--- config.mk ---
export PLATFORM = sky130hd
export DESIGN_NAME = pin_mode_gating
export DESIGN_NICKNAME = d
export VERILOG_FILES = /design/src/inc/gating_pkg.sv /design/src/pin_sync.sv /design/src/pwm_gen.sv /design/src/pin_mode_gating.sv
export SDC_FILE = /design/constraint.sdc
export NUM_CORES = 1
export LEC_CHECK = 0
export BUFFER_PORTS_ARGS = -buffer_cell sky130_fd_sc_hd__clkbuf_2
export CAP_MARGIN = 15
export CORE_UTILIZATION = 45
export DETAILED_ROUTE_END_ITERATION = 10
export PLACE_DENSITY = 0.66
export SKIP_CTS_REPAIR_TIMING = 1
export SLEW_MARGIN = 25
export SYNTH_ARGS = -nofsm -noshare
export SYNTH_HDL_FRONTEND = slang
export SYNTH_SLANG_ARGS = --single-unit
--- constraint.sdc ---
create_clock -name sys_clk -period 2.7 [get_ports sys_clk]
set_input_delay 0.135 -clock sys_clk [delete_from_list [all_inputs] [get_ports sys_clk]]
set_output_delay 0.135 -clock sys_clk [all_outputs]
set_load 0.03 [all_outputs]
--- src/inc/gating_pkg.sv ---
// shared constants, types and register map of the control-pin gating block
package gating_pkg;

  // -------------------------------------------------------------------------
  // widths
  // -------------------------------------------------------------------------
  localparam int CHANNELS = 8;
  localparam int INPUTS = 2;
  localparam int PWM_GENS = 2;
  localparam int ADDR_W = 8;
  localparam int DATA_W = 32;
  localparam int DUTY_W = 8;

  // -------------------------------------------------------------------------
  // register byte offsets
  // -------------------------------------------------------------------------
  localparam logic [ADDR_W-1:0] OFS_OUTPUT = 8'h00;
  localparam logic [ADDR_W-1:0] OFS_INPUT_A_CHANNEL_MAP = 8'h04;
  localparam logic [ADDR_W-1:0] OFS_INPUT_B_CHANNEL_MAP = 8'h08;
  localparam logic [ADDR_W-1:0] OFS_PWM0_CFG = 8'h0c;
  localparam logic [ADDR_W-1:0] OFS_PWM1_CFG = 8'h10;
  localparam logic [ADDR_W-1:0] OFS_PWM0_MAP = 8'h14;
  localparam logic [ADDR_W-1:0] OFS_PWM1_MAP = 8'h18;
  localparam logic [ADDR_W-1:0] OFS_INPUT_LEVEL_MONITOR = 8'h1c;
  localparam logic [ADDR_W-1:0] OFS_STATUS = 8'h20;

  // -------------------------------------------------------------------------
  // reset values and field positions
  // -------------------------------------------------------------------------
  localparam logic [CHANNELS-1:0] RST_OUTPUT = 8'h00;
  localparam logic [CHANNELS-1:0] RST_INPUT_A_CHANNEL_MAP = 8'h04;
  localparam logic [CHANNELS-1:0] RST_INPUT_B_CHANNEL_MAP = 8'h08;
  localparam logic [CHANNELS-1:0] RST_PWM_MAP = 8'h00;
  localparam logic [DUTY_W-1:0] RST_PWM_DUTY = 8'h00;
  localparam int PWM_EN_BIT = 8;
  localparam int STATUS_MODE_LSB = 0;
  localparam int STATUS_VS_UV_BIT = 4;
  localparam int STATUS_VS_LOW_BIT = 5;
  localparam int STATUS_VDD_UV_BIT = 6;
  localparam int STATUS_SERIAL_OK_BIT = 7;

  // -------------------------------------------------------------------------
  // types
  // -------------------------------------------------------------------------
  typedef enum logic [1:0] {
    MODE_SLEEP,
    MODE_IDLE,
    MODE_ACTIVE,
    MODE_FAIL_SAFE
  } op_mode_t;

  typedef struct packed {
    logic vs_uv;
    logic vs_below_op;
    logic vdd_uv;
  } supply_state_t;

  typedef struct packed {
    logic enable;
    logic [DUTY_W-1:0] duty;
  } pwm_cfg_t;

  typedef struct packed {
    logic idle_req_high;
    logic direct_input_b;
    logic direct_input_a;
  } pin_set_t;

endpackage

--- src/pin_sync.sv ---
// two-flop synchroniser for the control pins
`timescale 1ns/1ps
module pin_sync
  import gating_pkg::*;
#(
  parameter int WIDTH = 3
) (
  // clock and reset
  input wire logic sys_clk,
  input wire logic rst_n,
  input wire logic clk_en,
  // pins
  input wire logic [WIDTH-1:0] async_in,
  output logic [WIDTH-1:0] sync_out
);

  logic [WIDTH-1:0] meta;

  genvar g;
  generate
    for (g = 0; g < WIDTH; g++) begin : g_bit
      always_ff @(posedge sys_clk or negedge rst_n) begin
        if (!rst_n) begin
          meta[g] <= 1'b0;
          sync_out[g] <= 1'b0;
        end else if (clk_en) begin
          meta[g] <= async_in[g];
          sync_out[g] <= meta[g];
        end
      end
    end
  endgenerate

endmodule // pin_sync

--- src/pwm_gen.sv ---
// free-running pwm generator, output high while count is below duty
`timescale 1ns/1ps
module pwm_gen
  import gating_pkg::*;
(
  // clock and reset
  input wire logic sys_clk,
  input wire logic rst_n,
  input wire logic clk_en,
  // configuration
  input wire pwm_cfg_t cfg,
  // output
  output logic pwm_out
);

  logic [DUTY_W-1:0] count;

  always_ff @(posedge sys_clk or negedge rst_n) begin
    if (!rst_n) begin
      count <= '0;
    end else if (clk_en) begin
      count <= count + 8'h01;
    end
  end

  always_ff @(posedge sys_clk or negedge rst_n) begin
    if (!rst_n) begin
      pwm_out <= 1'b0;
    end else if (clk_en) begin
      pwm_out <= cfg.enable && (count < cfg.duty);
    end
  end

endmodule // pwm_gen

--- src/pin_mode_gating.sv ---
// control-pin routing, operating mode and supply gating of an eight-channel switch
//
// The APB register port and the address map were chosen for this implementation.
`timescale 1ns/1ps
module pin_mode_gating
  import gating_pkg::*;
(
  // clock and reset
  input wire logic sys_clk,
  input wire logic rst_n,
  input wire logic clk_en,
  // control pins
  input wire logic direct_input_a,
  input wire logic direct_input_b,
  input wire logic idle_req_high,
  // supply detector flags
  input wire supply_state_t supply,
  // apb slave
  input wire logic psel,
  input wire logic penable,
  input wire logic pwrite,
  input wire logic [ADDR_W-1:0] paddr,
  input wire logic [DATA_W-1:0] pwdata,
  output logic [DATA_W-1:0] prdata,
  output logic pready,
  output logic pslverr,
  // channel and supply control
  output logic [CHANNELS-1:0] channel_drive,
  output logic uv_detect_enable,
  output logic serial_out_enable,
  output op_mode_t mode
);

  // -------------------------------------------------------------------------
  // pin synchronisation
  // -------------------------------------------------------------------------
  pin_set_t pins_raw;
  pin_set_t pins;

  assign pins_raw = '{idle_req_high: idle_req_high, direct_input_b: direct_input_b,
                      direct_input_a: direct_input_a};

  pin_sync #(.WIDTH(3)) u_sync (
    .sys_clk(sys_clk),
    .rst_n(rst_n),
    .clk_en(clk_en),
    .async_in(pins_raw),
    .sync_out(pins)
  );

  // -------------------------------------------------------------------------
  // conditions derived from pins and supplies
  // -------------------------------------------------------------------------
  logic any_input;
  logic sleep_cond;
  logic fail_safe_cond;
  logic regs_clear;
  logic serial_blocked;

  assign any_input = pins.direct_input_a | pins.direct_input_b;
  assign sleep_cond = !pins.idle_req_high && !any_input;
  assign fail_safe_cond = !pins.idle_req_high && any_input;
  // low-power request or logic undervoltage wipes the register file
  assign regs_clear = !pins.idle_req_high || supply.vdd_uv;
  // in sleep the serial port is dead; undervoltage of the logic supply too
  assign serial_blocked = sleep_cond || supply.vdd_uv;

  // -------------------------------------------------------------------------
  // register file
  // -------------------------------------------------------------------------
  logic [CHANNELS-1:0] output_reg;
  logic [CHANNELS-1:0] input_a_channel_map;
  logic [CHANNELS-1:0] input_b_channel_map;
  pwm_cfg_t pwm_cfg [PWM_GENS];
  logic [CHANNELS-1:0] pwm_map [PWM_GENS];

  logic access;
  logic wr_en;
  logic addr_hit;
  logic [DATA_W-1:0] next_rdata;

  // answer one cycle into the access phase
  assign access = psel && penable && !pready;
  assign wr_en = psel && penable && pready && pwrite && !pslverr;

  always_ff @(posedge sys_clk or negedge rst_n) begin
    if (!rst_n) begin
      output_reg <= RST_OUTPUT;
    end else if (clk_en) begin
      if (regs_clear) begin
        output_reg <= RST_OUTPUT;
      end else if (wr_en && paddr == OFS_OUTPUT) begin
        output_reg <= pwdata[CHANNELS-1:0];
      end
    end
  end

  always_ff @(posedge sys_clk or negedge rst_n) begin
    if (!rst_n) begin
      input_a_channel_map <= RST_INPUT_A_CHANNEL_MAP;
      input_b_channel_map <= RST_INPUT_B_CHANNEL_MAP;
    end else if (clk_en) begin
      if (regs_clear) begin
        input_a_channel_map <= RST_INPUT_A_CHANNEL_MAP;
        input_b_channel_map <= RST_INPUT_B_CHANNEL_MAP;
      end else if (wr_en && paddr == OFS_INPUT_A_CHANNEL_MAP) begin
        input_a_channel_map <= pwdata[CHANNELS-1:0];
      end else if (wr_en && paddr == OFS_INPUT_B_CHANNEL_MAP) begin
        input_b_channel_map <= pwdata[CHANNELS-1:0];
      end
    end
  end

  logic [PWM_GENS-1:0] pwm_level;

  genvar g;
  generate
    for (g = 0; g < PWM_GENS; g++) begin : g_pwm
      localparam logic [ADDR_W-1:0] CFG_OFS = (g == 0) ? OFS_PWM0_CFG : OFS_PWM1_CFG;
      localparam logic [ADDR_W-1:0] MAP_OFS = (g == 0) ? OFS_PWM0_MAP : OFS_PWM1_MAP;

      always_ff @(posedge sys_clk or negedge rst_n) begin
        if (!rst_n) begin
          pwm_cfg[g] <= '{enable: 1'b0, duty: RST_PWM_DUTY};
          pwm_map[g] <= RST_PWM_MAP;
        end else if (clk_en) begin
          if (regs_clear) begin
            pwm_cfg[g] <= '{enable: 1'b0, duty: RST_PWM_DUTY};
            pwm_map[g] <= RST_PWM_MAP;
          end else if (wr_en && paddr == CFG_OFS) begin
            pwm_cfg[g] <= '{enable: pwdata[PWM_EN_BIT], duty: pwdata[DUTY_W-1:0]};
          end else if (wr_en && paddr == MAP_OFS) begin
            pwm_map[g] <= pwdata[CHANNELS-1:0];
          end
        end
      end

      pwm_gen u_pwm (
        .sys_clk(sys_clk),
        .rst_n(rst_n),
        .clk_en(clk_en),
        .cfg(pwm_cfg[g]),
        .pwm_out(pwm_level[g])
      );
    end
  endgenerate

  // -------------------------------------------------------------------------
  // apb answer
  // -------------------------------------------------------------------------
  always_comb begin
    next_rdata = '0;
    addr_hit = 1'b1;
    unique case (paddr)
      OFS_OUTPUT: next_rdata[CHANNELS-1:0] = output_reg;
      OFS_INPUT_A_CHANNEL_MAP: next_rdata[CHANNELS-1:0] = input_a_channel_map;
      OFS_INPUT_B_CHANNEL_MAP: next_rdata[CHANNELS-1:0] = input_b_channel_map;
      OFS_PWM0_CFG: next_rdata[PWM_EN_BIT:0] = pwm_cfg[0];
      OFS_PWM1_CFG: next_rdata[PWM_EN_BIT:0] = pwm_cfg[1];
      OFS_PWM0_MAP: next_rdata[CHANNELS-1:0] = pwm_map[0];
      OFS_PWM1_MAP: next_rdata[CHANNELS-1:0] = pwm_map[1];
      // monitor follows the pins in idle, active and fail-safe; reads in sleep are refused
      OFS_INPUT_LEVEL_MONITOR: next_rdata[INPUTS-1:0] = {pins.direct_input_b, pins.direct_input_a};
      OFS_STATUS: begin
        next_rdata[STATUS_MODE_LSB +: 2] = mode;
        next_rdata[STATUS_VS_UV_BIT] = supply.vs_uv;
        next_rdata[STATUS_VS_LOW_BIT] = supply.vs_below_op;
        next_rdata[STATUS_VDD_UV_BIT] = supply.vdd_uv;
        next_rdata[STATUS_SERIAL_OK_BIT] = serial_out_enable;
      end
      default: addr_hit = 1'b0;
    endcase
  end

  always_ff @(posedge sys_clk or negedge rst_n) begin
    if (!rst_n) begin
      pready <= 1'b0;
      pslverr <= 1'b0;
      prdata <= '0;
    end else if (clk_en) begin
      pready <= access;
      if (access) begin
        // refused transfers still complete so the master is never hung
        pslverr <= serial_blocked || !addr_hit || (pwrite && paddr == OFS_INPUT_LEVEL_MONITOR)
                   || (pwrite && paddr == OFS_STATUS);
        prdata <= (serial_blocked || pwrite) ? '0 : next_rdata;
      end else begin
        pslverr <= 1'b0;
        prdata <= '0;
      end
    end
  end

  always_ff @(posedge sys_clk or negedge rst_n) begin
    if (!rst_n) begin
      serial_out_enable <= 1'b0;
    end else if (clk_en) begin
      serial_out_enable <= !serial_blocked;
    end
  end

  // -------------------------------------------------------------------------
  // channel request
  // -------------------------------------------------------------------------
  logic [CHANNELS-1:0] input_req;
  logic [CHANNELS-1:0] pwm_req;
  logic [CHANNELS-1:0] request;
  logic [CHANNELS-1:0] default_req;

  always_comb begin
    input_req = ({CHANNELS{pins.direct_input_a}} & input_a_channel_map)
              | ({CHANNELS{pins.direct_input_b}} & input_b_channel_map);
    pwm_req = ({CHANNELS{pwm_level[0]}} & pwm_map[0])
            | ({CHANNELS{pwm_level[1]}} & pwm_map[1]);
    request = output_reg | pwm_req | input_req;
    // fail-safe ignores programmed maps and uses the default routing
    default_req = ({CHANNELS{pins.direct_input_a}} & RST_INPUT_A_CHANNEL_MAP)
                | ({CHANNELS{pins.direct_input_b}} & RST_INPUT_B_CHANNEL_MAP);
  end

  // -------------------------------------------------------------------------
  // operating mode
  // -------------------------------------------------------------------------
  op_mode_t next_mode;
  logic any_request;

  assign any_request = (|output_reg) || pwm_cfg[0].enable || pwm_cfg[1].enable || (|input_req);

  always_comb begin
    next_mode = mode;
    if (fail_safe_cond) begin
      next_mode = MODE_FAIL_SAFE;
    end else if (sleep_cond) begin
      next_mode = MODE_SLEEP;
    end else begin
      unique case (mode)
        MODE_SLEEP: next_mode = MODE_IDLE;
        MODE_FAIL_SAFE: next_mode = MODE_IDLE;
        MODE_IDLE: begin
          if (any_request) begin
            next_mode = MODE_ACTIVE;
          end
        end
        MODE_ACTIVE: begin
          if (!any_request) begin
            next_mode = MODE_IDLE;
          end
        end
      endcase
    end
  end

  // pin holds are the host's duty; a shorter pulse just yields a short mode
  always_ff @(posedge sys_clk or negedge rst_n) begin
    if (!rst_n) begin
      mode <= MODE_SLEEP;
    end else if (clk_en) begin
      mode <= next_mode;
    end
  end

  always_ff @(posedge sys_clk or negedge rst_n) begin
    if (!rst_n) begin
      uv_detect_enable <= 1'b0;
    end else if (clk_en) begin
      uv_detect_enable <= !sleep_cond;
    end
  end

  // -------------------------------------------------------------------------
  // channel drive with supply gating
  // -------------------------------------------------------------------------
  logic [CHANNELS-1:0] next_drive;

  always_comb begin
    unique case (mode)
      MODE_ACTIVE: next_drive = request;
      MODE_FAIL_SAFE: next_drive = default_req;
      default: next_drive = '0;
    endcase
    if (supply.vs_uv) begin
      next_drive = '0;
    end else if (supply.vs_below_op) begin
      // weak battery: may not switch on, but never forces off
      next_drive = next_drive & channel_drive;
    end
  end

  always_ff @(posedge sys_clk or negedge rst_n) begin
    if (!rst_n) begin
      channel_drive <= '0;
    end else if (clk_en) begin
      channel_drive <= next_drive;
    end
  end

endmodule // pin_mode_gating

==> impl_results.md <==
- Met2 Resource Use GR: 36.6%
- Worst path required time: 2990 ps
- GRT Max-Usage Layer: met2
- Routed length per placed instance: 19.3 um
- Layout Cells excl Fill: 787
- Setup TNS: 0 ps
- Largest net degree at the start of global routing: 52
- Final hold vios: 0
- Worst Skew: 7.58 ps
- Post-synth top flop: dfrtp_1
- Row count: 40
- First-pass GRT wire length: 24200 um
- # setup viols final: 0
- Max Freq: 0.495 GHz
- Overflow after GRT: 0
- Met1 Usage GRT: 35.8%
- Layout Utilization: 51.5%
- CP Capture Type: flip-flop
- Top reg by flops: pwm_cfg
- R2r startpoint: u_sync.sync_out[1]
- Layout overhead on the synthesized area: 10.2%
- CTS Buf Count: 9
- RR Endpoint: mode[0]
- Yosys warns: 0
- Combined buffer and inverter count along the critical path: 0
- Max incr delay on CP: 580 ps
- Number of global-route vias before repair: 4312
- Worst Setup Start Kind: flip-flop
- Total die area: 13000 um^2
- Worst Setup Path Type: flip-flop to flip-flop
- Worst slew margin: 44.2%
- Max Cap Violations: 0
- Setup repair after global routing missed its margin: no
- N_diodes: 0
- WL final: 15200 um
- Worst hold path stage count: 2
- Max-slew violations: 0
- Peak VDD IR: 0.000311 V
- Cell Count Post-Placement: 770
- Min Clock Period, post-route: 2020 ps
- Worst-path clk slew: 70 ps
- Leak: 0.00272 uW
- Drt pass-1 iters: 5
- Synth unique cells: 54
- Ys async rst share: 100%
- Post-Syn Area per Cell: 9.82 um^2
- Vias per cell: 5.84
- Crit Path Max Fanout: 9
- Post-DP HPWL: 11200 um
- Post-route DRC: 0
- Starting Density: 46.7%
- Layout fillers: 1135
- Sequential area share after synthesis: 46.5%
- Top Ports: 98
- Clock Sinks: 105
- Tightest Pin Transition: 837 ps
- Status: completed
- GR Layer Usage met3: 4.18%
- Die width: 114 um
- Clk_lat worst skew: 350 ps
- Post-synth EDFFs: 0
- Initial antenna violation count: 0
- Reg2Reg Setup Slack: 680 ps
- Arrival @ worst endpoint: 2310 ps
- Mapped Cells: 576
- Hold crit path type: input pin to flip-flop
- # port buffers: 51
- Crit-path slowest cell: a221oi_1
- Maximum root-to-sink buffer count: 2
- Clock tree from TritonCTS: yes
- Reg2Reg Depth: 4
- Core region area: 12100 um^2
- Worst Hold Launch: idle_req_high
- Final nets: 682
- ANT nets after route: 0
- Crit-path leading delay family: compound AO/OA/AOI/OAI gates
- Routed vias: 4600
- H-tree depth: 3
- Total GRT Usage: 24.8%
- Final period util: 74.8%
- Post-Syn Area: 5660 um^2
- GP Congestion: 0.972
- Power Dens Cells: 725 nW/um^2
- Critical-path cell list: a221oi_1, nand3_1, o311ai_0, o211a_1
- Die Y: 114 um
- Area of the multi-input gates: 2680 um^2
- First DRT Iteration DRCs: 390
- Synth Register Bits: 105
- Biggest regs: pwm_cfg: 18 flops, g_pwm.u_pwm.count: 16 flops, pwm_map: 16 flops
- CTS root buffer: clkbuf_16
- Sequential Area: 2630 um^2
- Max FFs per register: 18
- Layout cells sized above 1: 17.4%
- Worst hold endpoint: u_sync.meta[2]
==> cell usage in the layout, fill, tap and decap left out, types with 7 or more instances in the layout <==
cell type	synthesis	routed
nand4_1	10	10
buf_4	24	10
o22a_1	9	9
mux2_2	9	9
nand3_1	10	10
ha_1	16	16
inv_1	19	19
o21ai_0	20	20
a22oi_1	11	11
a211oi_1	8	8
clkbuf_2	0	50
a221oi_1	14	14
dfrtp_1	103	103
nand2_1	95	95
o21ai_1	45	44
mux2i_1	15	15
nor3_1	8	8
xnor2_1	8	8
clkbuf_16	0	9
o2bb2ai_1	9	9
a21oi_1	7	7
nor2_1	23	23
conb_1	1	23
o21ai_2	13	14
==> cell families (layout without fill, tap and decap cells) <==
| group | count (synthesis) | after routing | synth area share, % |
|---|---|---|---|
| buffers and inverters | 76 | 97 | 7.72 |
| XOR/XNOR | 14 | 14 | 2.17 |
| flip-flops | 105 | 105 | 46.5 |
| AO/OA/AOI/OAI | 161 | 161 | 19.5 |
| other | 1 | 23 | 0.0663 |
| adder cells (fa/ha/maj) | 16 | 16 | 3.54 |
| AND/OR/NAND/NOR | 178 | 178 | 15.7 |
| multiplexers | 25 | 25 | 4.85 |
==> final cells by class <==
cell class                 instances  area share (%)
tap                              168            3.37
clock buffer                      14            4.07
multi-input combinational        417            42.9
sequential                       105            42.2
inverter                          19            1.14
clock inverter                     2           0.602
timing repair buffer              62            5.70
==> where the power goes <==
part	internal, uW	switching, uW
Combinational	431	630
Sequential	1820	334
Clock	746	558
==> cells in the mapped netlist (6+ instances only) <==
cell / n / area, um^2
a221oi_1: 14 / 123
o21ai_2: 13 / 114
nor2_1: 23 / 86.3
buf_4: 24 / 180
xnor2_1: 8 / 70.1
o22a_1: 9 / 78.8
a21oi_1: 7 / 35.0
clkbuf_1: 14 / 52.6
xor2_1: 6 / 52.6
buf_2: 7 / 35.0
nand4_1: 10 / 62.6
mux2_2: 9 / 101
dfrtp_1: 103 / 2580
o21ai_0: 20 / 100
ha_1: 16 / 200
o21ai_1: 45 / 225
o2bb2ai_1: 9 / 78.8
a211oi_1: 8 / 60.1
nand3_1: 10 / 50.1
nor3_1: 8 / 40.0
mux2i_1: 15 / 150
buf_6: 7 / 78.8
inv_1: 19 / 71.3
a22oi_1: 11 / 82.6
nand2_1: 95 / 357
==> stage by stage <==
stage	total power, uW	worst slack [ps]	cell area, um^2	hold slack, ps
4_1_cts	4530	720	6220	-285
5_1_grt	4770	567	6230	9.14
6_report	4520	682	6230	12.6
2_1_floorplan	2870	856	5740	-161
3_3_place_gp	3170	574	5930	80.0
3_5_place_dp	3220	655	5930	84.8
==> worst max path at each step <==
stage / start / to / slack [ps] / depth (start not counted)
after floorplan: pready / pwm_map[6] / 860 / 6
after global placement: paddr[5] / pwm_map[3] / 570 / 6
after detailed placement: paddr[3] / pwm_map[13] / 660 / 6
after CTS: u_sync.sync_out[1] / mode[0] / 720 / 4
after global routing: u_sync.sync_out[1] / mode[0] / 570 / 4
final: u_sync.sync_out[1] / mode[0] / 680 / 4
==> layer usage <==
metal | routed length [um] | share of wire, %
met2 | 6690 | 44
met5 | 0 | 0
met4 | 503 | 3.3
met3 | 1110 | 7.3
met1 | 6900 | 45
Note: power is estimated with default switching activity, not from simulation.
